<file path="src/oks_defs.vh">
`ifndef OKS_DEFS_VH
`define OKS_DEFS_VH

// Fuse register widths
`define OKS_KEY_W 256
`define OKS_CNTL_W 14
`define OKS_USER_W 32
`define OKS_USER_LO_W 8
`define OKS_USER_HI_W 24

// Control word bit positions
`define OKS_C_FORCE_KEY 0
`define OKS_C_EXCL 1
`define OKS_C_WLOCK_KU 2
`define OKS_C_RLOCK_KEY 3
`define OKS_C_RLOCK_USER 4
`define OKS_C_WLOCK_CNTL 5

// Register select codes
`define OKS_SEL_KEY 2'h0
`define OKS_SEL_CNTL 2'h1
`define OKS_SEL_USER 2'h2

// Test port commands
`define OKS_CMD_NONE 3'h0
`define OKS_CMD_READ 3'h1
`define OKS_CMD_PROG_KEYLO 3'h2
`define OKS_CMD_PROG_USERHI 3'h3
`define OKS_CMD_PROG_CNTL 3'h4

`endif

</file>
<file path="src/oks_fuse_word.v">
`timescale 1ns/10ps
`include "oks_defs.vh"

module oks_fuse_word #(
    parameter W = 8
) (
    input wire mclk_in,
    input wire nrst_in,
    input wire prog_in,
    input wire [W-1:0] data_in,
    output reg [W-1:0] q_out
);

    // Programming only sets bits, never clears them; reset loads zeros [RULE_16]
    always @(posedge mclk_in or negedge nrst_in) begin
        if (!nrst_in) begin
            q_out <= {W{1'b0}};
        end else if (prog_in) begin
            q_out <= q_out | data_in; // [RULE_16]
        end
    end

endmodule // oks_fuse_word

</file>
<file path="src/oks_key_store.v">
`timescale 1ns/10ps
`include "oks_defs.vh"

// Operation
// RULE_01: 256-bit key, bit 255 shifted first
// RULE_02: Unforced: bitstream picks decryption and key
// RULE_03: Key program/read gated by control locks
// RULE_04: 14-bit control word, bit 0 first
// RULE_05: 32-bit user code, fabric read port
// RULE_06: User code test access gated by locks
// RULE_07: Force bit: only fuse-key encrypted external loads
// RULE_08: Exclusive bit refuses external partial loads
// RULE_09: Exclusive bit blocks ports until reconfig trigger
// RULE_10: Bit 2 locks key and user programming
// RULE_11: Bit 3 blocks key read and programming
// RULE_12: Bit 4 blocks user read and programming
// RULE_13: Fabric user port always readable
// RULE_14: Bit 5 locks control word programming
// RULE_15: Programmer must set write and read locks
// RULE_16: Fuse bits only ever set
// RULE_17: Key and user low byte programmed once together
// RULE_18: Key loads only through test port
// RULE_19: Locks checked per request, forbidden ignored
module oks_key_store (
    input wire mclk_in,
    input wire nrst_in,
    input wire [1:0] tp_sel_in,
    input wire tp_shift_in,
    input wire tp_tdi_in,
    input wire [2:0] tp_cmd_in,
    input wire tp_cmd_valid_in,
    input wire test_port_reprogram_instruction_in,
    input wire internal_reprogram_command_in,
    input wire cfg_clear_in,
    input wire bs_encrypt_opt_in,
    input wire bs_fuse_key_opt_in,
    input wire cfg_req_valid_in,
    input wire cfg_external_in,
    input wire cfg_partial_in,
    input wire cfg_key_match_in,
    output reg tp_tdo_out,
    output reg tp_done_out,
    output reg tp_refused_out,
    output reg [31:0] fabric_user_code_port_out,
    output reg [13:0] cntl_word_out,
    output reg decrypt_enable_out,
    output reg use_fuse_key_out,
    output reg cfg_accept_out,
    output reg cfg_reject_out,
    output reg ext_blocked_out
);

    ////////////////////////////////////////////////////////////////////////
    // Fuse arrays
    wire [`OKS_KEY_W-1:0] key_q;
    wire [`OKS_CNTL_W-1:0] cntl_q;
    wire [`OKS_USER_LO_W-1:0] user_lo_q;
    wire [`OKS_USER_HI_W-1:0] user_hi_q;
    wire [0:0] pair_q;
    reg [`OKS_KEY_W-1:0] key_sr;
    reg [`OKS_CNTL_W-1:0] cntl_sr;
    reg [`OKS_USER_W-1:0] user_sr;
    reg configured;
    wire [`OKS_USER_W-1:0] user_q;
    wire is_cmd;
    wire cmd_read;
    wire cmd_keylo;
    wire cmd_userhi;
    wire cmd_cntl;
    wire keyuser_wr_ok;
    wire key_rd_ok;
    wire user_rd_ok;
    wire cntl_wr_ok;
    wire read_ok;
    wire prog_keylo;
    wire prog_userhi;
    wire prog_cntl;
    wire cmd_ok;
    reg [`OKS_KEY_W-1:0] next_key_sr;
    reg [`OKS_CNTL_W-1:0] next_cntl_sr;
    reg [`OKS_USER_W-1:0] next_user_sr;
    reg next_tdo;
    reg cfg_ok;
    // Select, capture and shift strobes
    wire sel_key;
    wire sel_cntl;
    wire sel_user;
    wire cap_key;
    wire cap_cntl;
    wire cap_user;
    wire shf_key;
    wire shf_cntl;
    wire shf_user;
    // Load screening terms
    wire key_ok;
    wire part_locked;
    wire part_unkeyed;
    wire port_closed;
    wire force_unkeyed;
    wire reconfig_trigger;

    assign user_q = {user_hi_q, user_lo_q};
    assign is_cmd = tp_cmd_valid_in;
    assign cmd_read = is_cmd && (tp_cmd_in == `OKS_CMD_READ);
    assign cmd_keylo = is_cmd && (tp_cmd_in == `OKS_CMD_PROG_KEYLO);
    assign cmd_userhi = is_cmd && (tp_cmd_in == `OKS_CMD_PROG_USERHI);
    assign cmd_cntl = is_cmd && (tp_cmd_in == `OKS_CMD_PROG_CNTL);

    // Lock evaluation on the live control word [RULE_19]
    assign keyuser_wr_ok = ~cntl_q[`OKS_C_WLOCK_KU] // [RULE_10]
        & ~cntl_q[`OKS_C_RLOCK_KEY] // [RULE_11]
        & ~cntl_q[`OKS_C_RLOCK_USER]; // [RULE_12]
    assign key_rd_ok = ~cntl_q[`OKS_C_RLOCK_KEY]; // [RULE_03] [RULE_11]
    assign user_rd_ok = ~cntl_q[`OKS_C_RLOCK_USER]; // [RULE_06] [RULE_12]
    assign cntl_wr_ok = ~cntl_q[`OKS_C_WLOCK_CNTL]; // [RULE_14]
    assign read_ok = (tp_sel_in == `OKS_SEL_KEY) ? key_rd_ok :
                     (tp_sel_in == `OKS_SEL_USER) ? user_rd_ok :
                     (tp_sel_in == `OKS_SEL_CNTL); // [RULE_04]

    // Key and user low byte burn once, as one operation [RULE_17]
    assign prog_keylo = cmd_keylo && keyuser_wr_ok && !pair_q[0]; // [RULE_03] [RULE_17] [RULE_18]
    assign prog_userhi = cmd_userhi && keyuser_wr_ok; // [RULE_06]
    assign prog_cntl = cmd_cntl && cntl_wr_ok; // [RULE_14]
    assign cmd_ok = prog_keylo || prog_userhi || prog_cntl || (cmd_read && read_ok); // [RULE_19]

    // Key and low user byte share one strobe and the pair fuse [RULE_17]
    oks_fuse_word #(.W(`OKS_KEY_W)) u_key (
        .mclk_in(mclk_in),
        .nrst_in(nrst_in),
        .prog_in(prog_keylo),
        .data_in(key_sr),
        .q_out(key_q)
    );

    oks_fuse_word #(.W(`OKS_USER_LO_W)) u_user_lo (
        .mclk_in(mclk_in),
        .nrst_in(nrst_in),
        .prog_in(prog_keylo),
        .data_in(user_sr[`OKS_USER_LO_W-1:0]),
        .q_out(user_lo_q)
    );

    oks_fuse_word #(.W(1)) u_pair (
        .mclk_in(mclk_in),
        .nrst_in(nrst_in),
        .prog_in(prog_keylo),
        .data_in(1'b1),
        .q_out(pair_q)
    );

    oks_fuse_word #(.W(`OKS_USER_HI_W)) u_user_hi (
        .mclk_in(mclk_in),
        .nrst_in(nrst_in),
        .prog_in(prog_userhi),
        .data_in(user_sr[`OKS_USER_W-1:`OKS_USER_LO_W]),
        .q_out(user_hi_q)
    );

    oks_fuse_word #(.W(`OKS_CNTL_W)) u_cntl (
        .mclk_in(mclk_in),
        .nrst_in(nrst_in),
        .prog_in(prog_cntl),
        .data_in(cntl_sr),
        .q_out(cntl_q)
    );

    ////////////////////////////////////////////////////////////////////////
    // Serial test port shift paths
    assign sel_key = (tp_sel_in == `OKS_SEL_KEY);
    assign sel_cntl = (tp_sel_in == `OKS_SEL_CNTL);
    assign sel_user = (tp_sel_in == `OKS_SEL_USER);

    // A read captures into the selected register only
    assign cap_key = cmd_read && sel_key;
    assign cap_cntl = cmd_read && sel_cntl;
    assign cap_user = cmd_read && sel_user;
    // Only the selected register moves, never under a command
    assign shf_key = tp_shift_in && !is_cmd && sel_key;
    assign shf_cntl = tp_shift_in && !is_cmd && sel_cntl;
    assign shf_user = tp_shift_in && !is_cmd && sel_user;

    // Refused reads capture zeros [RULE_19]
    always @* begin
        next_key_sr = key_sr;
        if (cap_key) begin
            next_key_sr = key_rd_ok ? key_q : {`OKS_KEY_W{1'b0}}; // [RULE_03]
        end else if (shf_key) begin
            next_key_sr = {key_sr[`OKS_KEY_W-2:0], tp_tdi_in}; // [RULE_01]
        end
    end

    always @* begin
        next_cntl_sr = cntl_sr;
        if (cap_cntl) begin
            next_cntl_sr = cntl_q; // [RULE_04]
        end else if (shf_cntl) begin
            next_cntl_sr = {tp_tdi_in, cntl_sr[`OKS_CNTL_W-1:1]}; // [RULE_04]
        end
    end

    always @* begin
        next_user_sr = user_sr;
        if (cap_user) begin
            next_user_sr = user_rd_ok ? user_q : {`OKS_USER_W{1'b0}}; // [RULE_06]
        end else if (shf_user) begin
            next_user_sr = {tp_tdi_in, user_sr[`OKS_USER_W-1:1]}; // [RULE_05]
        end
    end

    // Serial out shows the bit that leaves next
    always @* begin
        case (tp_sel_in)
            `OKS_SEL_KEY: next_tdo = next_key_sr[`OKS_KEY_W-1]; // [RULE_01]
            `OKS_SEL_CNTL: next_tdo = next_cntl_sr[0];
            `OKS_SEL_USER: next_tdo = next_user_sr[0];
            default: next_tdo = 1'b0;
        endcase
    end

    always @(posedge mclk_in or negedge nrst_in) begin
        if (!nrst_in) begin
            key_sr <= {`OKS_KEY_W{1'b0}};
            cntl_sr <= {`OKS_CNTL_W{1'b0}};
            user_sr <= {`OKS_USER_W{1'b0}};
        end else begin
            key_sr <= next_key_sr;
            cntl_sr <= next_cntl_sr;
            user_sr <= next_user_sr;
        end
    end

    // Command answers [RULE_19]
    always @(posedge mclk_in or negedge nrst_in) begin
        if (!nrst_in) begin
            tp_tdo_out <= 1'b0;
            tp_done_out <= 1'b0;
            tp_refused_out <= 1'b0;
        end else begin
            tp_tdo_out <= next_tdo;
            tp_done_out <= is_cmd && cmd_ok;
            tp_refused_out <= is_cmd && !cmd_ok; // [RULE_19]
        end
    end

    ////////////////////////////////////////////////////////////////////////
    // Configuration engine policy
    assign key_ok = bs_encrypt_opt_in && cfg_key_match_in;
    // Each screen on its own refuses an external load
    assign part_locked = cfg_partial_in && cntl_q[`OKS_C_EXCL]; // [RULE_08]
    assign part_unkeyed = cfg_partial_in && !key_ok; // [RULE_08]
    assign port_closed = configured && cntl_q[`OKS_C_EXCL]; // [RULE_09]
    assign force_unkeyed = cntl_q[`OKS_C_FORCE_KEY] && !key_ok; // [RULE_07]
    assign reconfig_trigger = test_port_reprogram_instruction_in || internal_reprogram_command_in || cfg_clear_in;

    always @* begin
        cfg_ok = 1'b1;
        if (cfg_external_in) begin
            if (part_locked || part_unkeyed) begin
                cfg_ok = 1'b0; // [RULE_08]
            end else if (port_closed) begin
                cfg_ok = 1'b0; // [RULE_09]
            end else if (force_unkeyed) begin
                cfg_ok = 1'b0; // [RULE_07]
            end
        end
    end

    // Reprogram triggers reopen the external ports [RULE_09]
    always @(posedge mclk_in or negedge nrst_in) begin
        if (!nrst_in) begin
            configured <= 1'b0;
        end else if (reconfig_trigger) begin
            configured <= 1'b0; // [RULE_09]
        end else if (cfg_req_valid_in && cfg_ok && !cfg_partial_in) begin
            configured <= 1'b1;
        end
    end

    // Load answers and port status
    always @(posedge mclk_in or negedge nrst_in) begin
        if (!nrst_in) begin
            cfg_accept_out <= 1'b0;
            cfg_reject_out <= 1'b0;
            ext_blocked_out <= 1'b0;
        end else begin
            cfg_accept_out <= cfg_req_valid_in && cfg_ok;
            cfg_reject_out <= cfg_req_valid_in && !cfg_ok;
            ext_blocked_out <= port_closed; // [RULE_09]
        end
    end

    // Forced fuse key, else bitstream options decide [RULE_02] [RULE_07]
    always @(posedge mclk_in or negedge nrst_in) begin
        if (!nrst_in) begin
            decrypt_enable_out <= 1'b0;
            use_fuse_key_out <= 1'b0;
            fabric_user_code_port_out <= {`OKS_USER_W{1'b0}};
            cntl_word_out <= {`OKS_CNTL_W{1'b0}};
        end else begin
            decrypt_enable_out <= cntl_q[`OKS_C_FORCE_KEY] | bs_encrypt_opt_in;
            use_fuse_key_out <= cntl_q[`OKS_C_FORCE_KEY] | bs_fuse_key_opt_in;
            fabric_user_code_port_out <= user_q; // [RULE_05] [RULE_13]
            cntl_word_out <= cntl_q;
        end
    end

endmodule // oks_key_store

</file>
<file path="config.mk">
export PLATFORM = sky130hd
export DESIGN_NAME = oks_key_store
export DESIGN_NICKNAME = d
export VERILOG_FILES = /design/src/oks_fuse_word.v /design/src/oks_key_store.v
export VERILOG_INCLUDE_DIRS = /design/src /design/src/src
export SDC_FILE = /design/constraint.sdc
export NUM_CORES = 1
export LEC_CHECK = 0
export BUFFER_PORTS_ARGS = -buffer_cell sky130_fd_sc_hd__buf_2
export CAP_MARGIN = 40
export CORE_MARGIN = 2
export CORE_UTILIZATION = 45
export CTS_BUF_LIST = sky130_fd_sc_hd__clkbuf_4
export DETAILED_ROUTE_END_ITERATION = 16
export GPL_ROUTABILITY_DRIVEN = 0
export PLACE_DENSITY = 0.72
export SLEW_MARGIN = 20
export SYNTH_ARGS = -nofsm -noshare
export SYNTH_HDL_FRONTEND = slang
export SYNTH_SLANG_ARGS = --single-unit
</file>
<file path="constraint.sdc">
create_clock -name mclk_in -period 1.7 [get_ports mclk_in]
set_input_delay 0.085 -clock mclk_in [delete_from_list [all_inputs] [get_ports mclk_in]]
set_output_delay 0.085 -clock mclk_in [all_outputs]
set_load 0.02 [all_outputs]
</file>
==> flow_summary.ini <==
[synth]
async_reset_ff_share_pct = 100
synth_edf_count = 0
yosysTopAreaCellShare_pct = 67.9
synth_nets = 2040
ys_seq_area_share_pct = 67.9
yosys_warnings = 0
synth_cells = 2021
synth_seq_cells = 660
synth_area_leaders = dfrtp_1 (68%), a21o_1 (9.4%), nand2_1 (8.4%)
syn_area_um2 = 24300
synth_area_per_cell_um2 = 12.0
synthDistinctLibCells = 34
synth_top_cell_by_area = dfrtp_1
synth_flop_cell = dfrtp_1

[critical_path]
crit_type = flop to flop
start_kind = flop
timing.rr.start = u_cntl.q_out[4]
r2r_slack_ns = -0.12
worstPathMaxFanout = 7
required_ns = 2.59
critPathMaxStageDelay_ns = 0.40
reg2regPathDepth = 8
slowest_stage = dfrtp_1
crit_arrival_ns = 2.71
crit_chain = nor4_2 -> nand3_1 -> nor3_4 -> buf_6 -> buf_12 -> buf_6 -> clkbuf_16 -> a21o_1
crit_buf_inv = 4
cpMostUsedCell = buf_6
r2r-end = u_key.q_out[248]
cp_top_family = simple AND/OR/NAND/NOR gates
cp-end-kind = flop

[timing]
slew_viol_final = 0
min_period_ns = 1.82
setup_violations = 214
rsz0062_at_grt = true
fmax_mhz = 549
fin_skew_ns = 0.0557
layout_setup_ws_ns = -0.123
fin_crit_sh_pct = 107
slew_headroom_pct = 67.4
tightest_slew_ns = 0.487
hold_violations = 0

[route]
firstDrtPassIters = 7
vias = 16600
ant_nets = 0
drc = 0
wl_per_cell_um = 16.3
finalWirelength_mm = 50.0
drtIter0Drc = 1325
via_per_inst = 5.40

[placed_design]
hpwlAfterDp_mm = 26.8
pre_cts_slack_ns = -0.0955
io_buffers = 72
place_area_um2 = 26000

[floorplanning]
placementRows = 85
initial_core_util_pct = 45.4
design.die.area_um2 = 55900
io_pins = 73
coreArea_um2 = 53600
dieWidth_um = 237
die_h_um = 237

[grt]
grt_antenna_before_repair = 1
grt_start_max_net_pins = 86
grt_pass1_wl_mm = 83.7
grt.total_usage_pct = 18.0
grt_pass1_vias = 17300
grt.overflow.total = 0

[cts]
htree_levels = 4
cts_sinks = 660
clockBufferDepth = 3
clk_latency_ns = 0.99
cts_made_buffers = 163
cts-root-buf = clkbuf_4
clkTransAtPathRegs_ns = 0.07
tritoncts = yes

[cells_and_area]
synthToLayoutAreaGrowth_pct = 18.9
n_fill_cell = 4467
finish.utilization_pct = 54.0
finalNetCount = 2286
drive_gt1_share_pct = 18.3
stdcell_area_um2 = 28900

[pwr]
p_leak_nw = 17.7
peakVddDrop_mv = 0.821
p_per_area_nw_per_um2 = 1060

[worst_hold_path]
worstHoldPathCells = 7
hp-start = tp_cmd_valid_in
min_to = key_sr[103]
hold_class = input port to flop

[outcome]
status = complete, but fails checks
violations = setup timing

[flow_run]
drv_cap = 0
[cells in the mapped netlist, drive strengths merged (4+ instances only)]
library cell	number
buf	93
nand2	542
a222oi	30
a22oi	266
dfrtp	660
mux2i	4
a21oi	6
o21ai	5
a21o	303
clkbuf	40
inv	33
nor2b	4
nor2	6
[flip-flops by register name, indices dropped and copies added (netlist names)]
name,cells
u_user_lo.q_out,8
cfg_reject_out,1
configured,1
user_sr,32
u_cntl.q_out,14
tp_tdo_out,1
use_fuse_key_out,1
u_key.q_out,256
tp_refused_out,1
key_sr,256
fabric_user_code_port_out,32
tp_done_out,1
ext_blocked_out,1
cntl_sr,14
u_pair.q_out,1
cfg_accept_out,1
u_user_hi.q_out,24
decrypt_enable_out,1
cntl_word_out,14
[report_power, final]
group | leakage, nW | total, W | switching [W] | internal (W)
Sequential | 9.17 | 0.0163 | 0.000234 | 0.0160
Combinational | 7.33 | 0.00148 | 0.000922 | 0.000555
Clock | 1.20 | 0.0130 | 0.00618 | 0.00679
[placed cells by master (no fill, tap or decap), types with 6 or more instances in the layout]
| cell type | n |
|---|---|
| buf_16 | 9 |
| dfrtp_1 | 660 |
| inv_1 | 33 |
| clkbuf_16 | 7 |
| nand2_1 | 542 |
| dlygate4sd3_1 | 39 |
| a22oi_1 | 266 |
| nor2_1 | 6 |
| a222oi_1 | 30 |
| buf_12 | 31 |
| buf_2 | 61 |
| clkbuf_4 | 230 |
| clkinv_1 | 22 |
| clkinv_2 | 6 |
| buf_6 | 15 |
| buf_4 | 47 |
| a21o_1 | 303 |
[how the worst max path moves through the flow]
stage	startpoint	endpoint	slack [ns]	cells after the start
2_1_floorplan	u_cntl.q_out[4]	u_key.q_out[172]	0.15	6
3_3_place_gp	u_cntl.q_out[4]	u_key.q_out[47]	0.02	6
3_5_place_dp	u_cntl.q_out[4]	u_key.q_out[46]	-0.1	6
4_1_cts	u_cntl.q_out[4]	u_key.q_out[251]	-0.13	7
5_1_grt	u_cntl.q_out[4]	u_key.q_out[122]	-0.20	8
6_report	u_cntl.q_out[4]	u_key.q_out[248]	-0.12	8
[what timing repair did]
item	CTS	global route
setup endpoints to repair	279	505
gates cloned	3	8
hold endpoints to repair	1222	14
hold buffers	40	3
pin swaps	0	68
buffers inserted	4	7
gates resized for setup	23	21
[cell families (layout without fill, tap and decap cells)]
family                 count (synthesis)  after routing  synth area share (%)
buffers and inverters                166            518                  3.30
other                                  0              4                     0
AND/OR/NAND/NOR                      574            574                  9.39
flip-flops                           660            660                  67.9
AO/OA/AOI/OAI                        617            617                  19.3
multiplexers                           4              4                 0.165
[tightest hold or removal path, delay by kind of cell]
family	cells	cell delay, ns
AND/OR/NAND/NOR	3	0.21
buffers and inverters	4	0.75
[metrics by stage]
step / std cells / power, W / setup TNS [ns] / hold WS (ns)
2_1_floorplan: 2021 / 0.0171 / 0 / -0.211
3_3_place_gp: 2734 / 0.0178 / 0 / 0.0217
3_5_place_dp: 2735 / 0.0179 / -15.87 / 0.0237
4_1_cts: 3053 / 0.0311 / -18.70 / 0.0539
5_1_grt: 3070 / 0.0322 / -34.85 / 0.0352
6_report: 3073 / 0.0307 / -12.28 / 0.0956
[cell type report]
| type | instances | area [um^2] | area share (%) |
|---|---|---|---|
| Antenna cell | 4 | 10.0 | 0.0346 |
| Clock buffer | 229 | 1720 | 5.94 |
| Clock inverter | 42 | 292 | 1.01 |
| Inverter | 33 | 124 | 0.428 |
| Multi-Input combinational cell | 1195 | 7070 | 24.4 |
| Sequential cell | 660 | 16500 | 57.1 |
| Tap cell | 696 | 871 | 3.01 |
| Timing Repair Buffer | 214 | 2320 | 8.03 |
[metal layers]
metal	up-vias	global-route usage, %	part of all wire [%]
met5	-	0	0
met4	0	7.86	2.6
met3	119	5.22	4.6
met2	362	28.4	49
met1	8502	23.1	44
li1	7616	-	-
(Power assumes the default switching activity.)
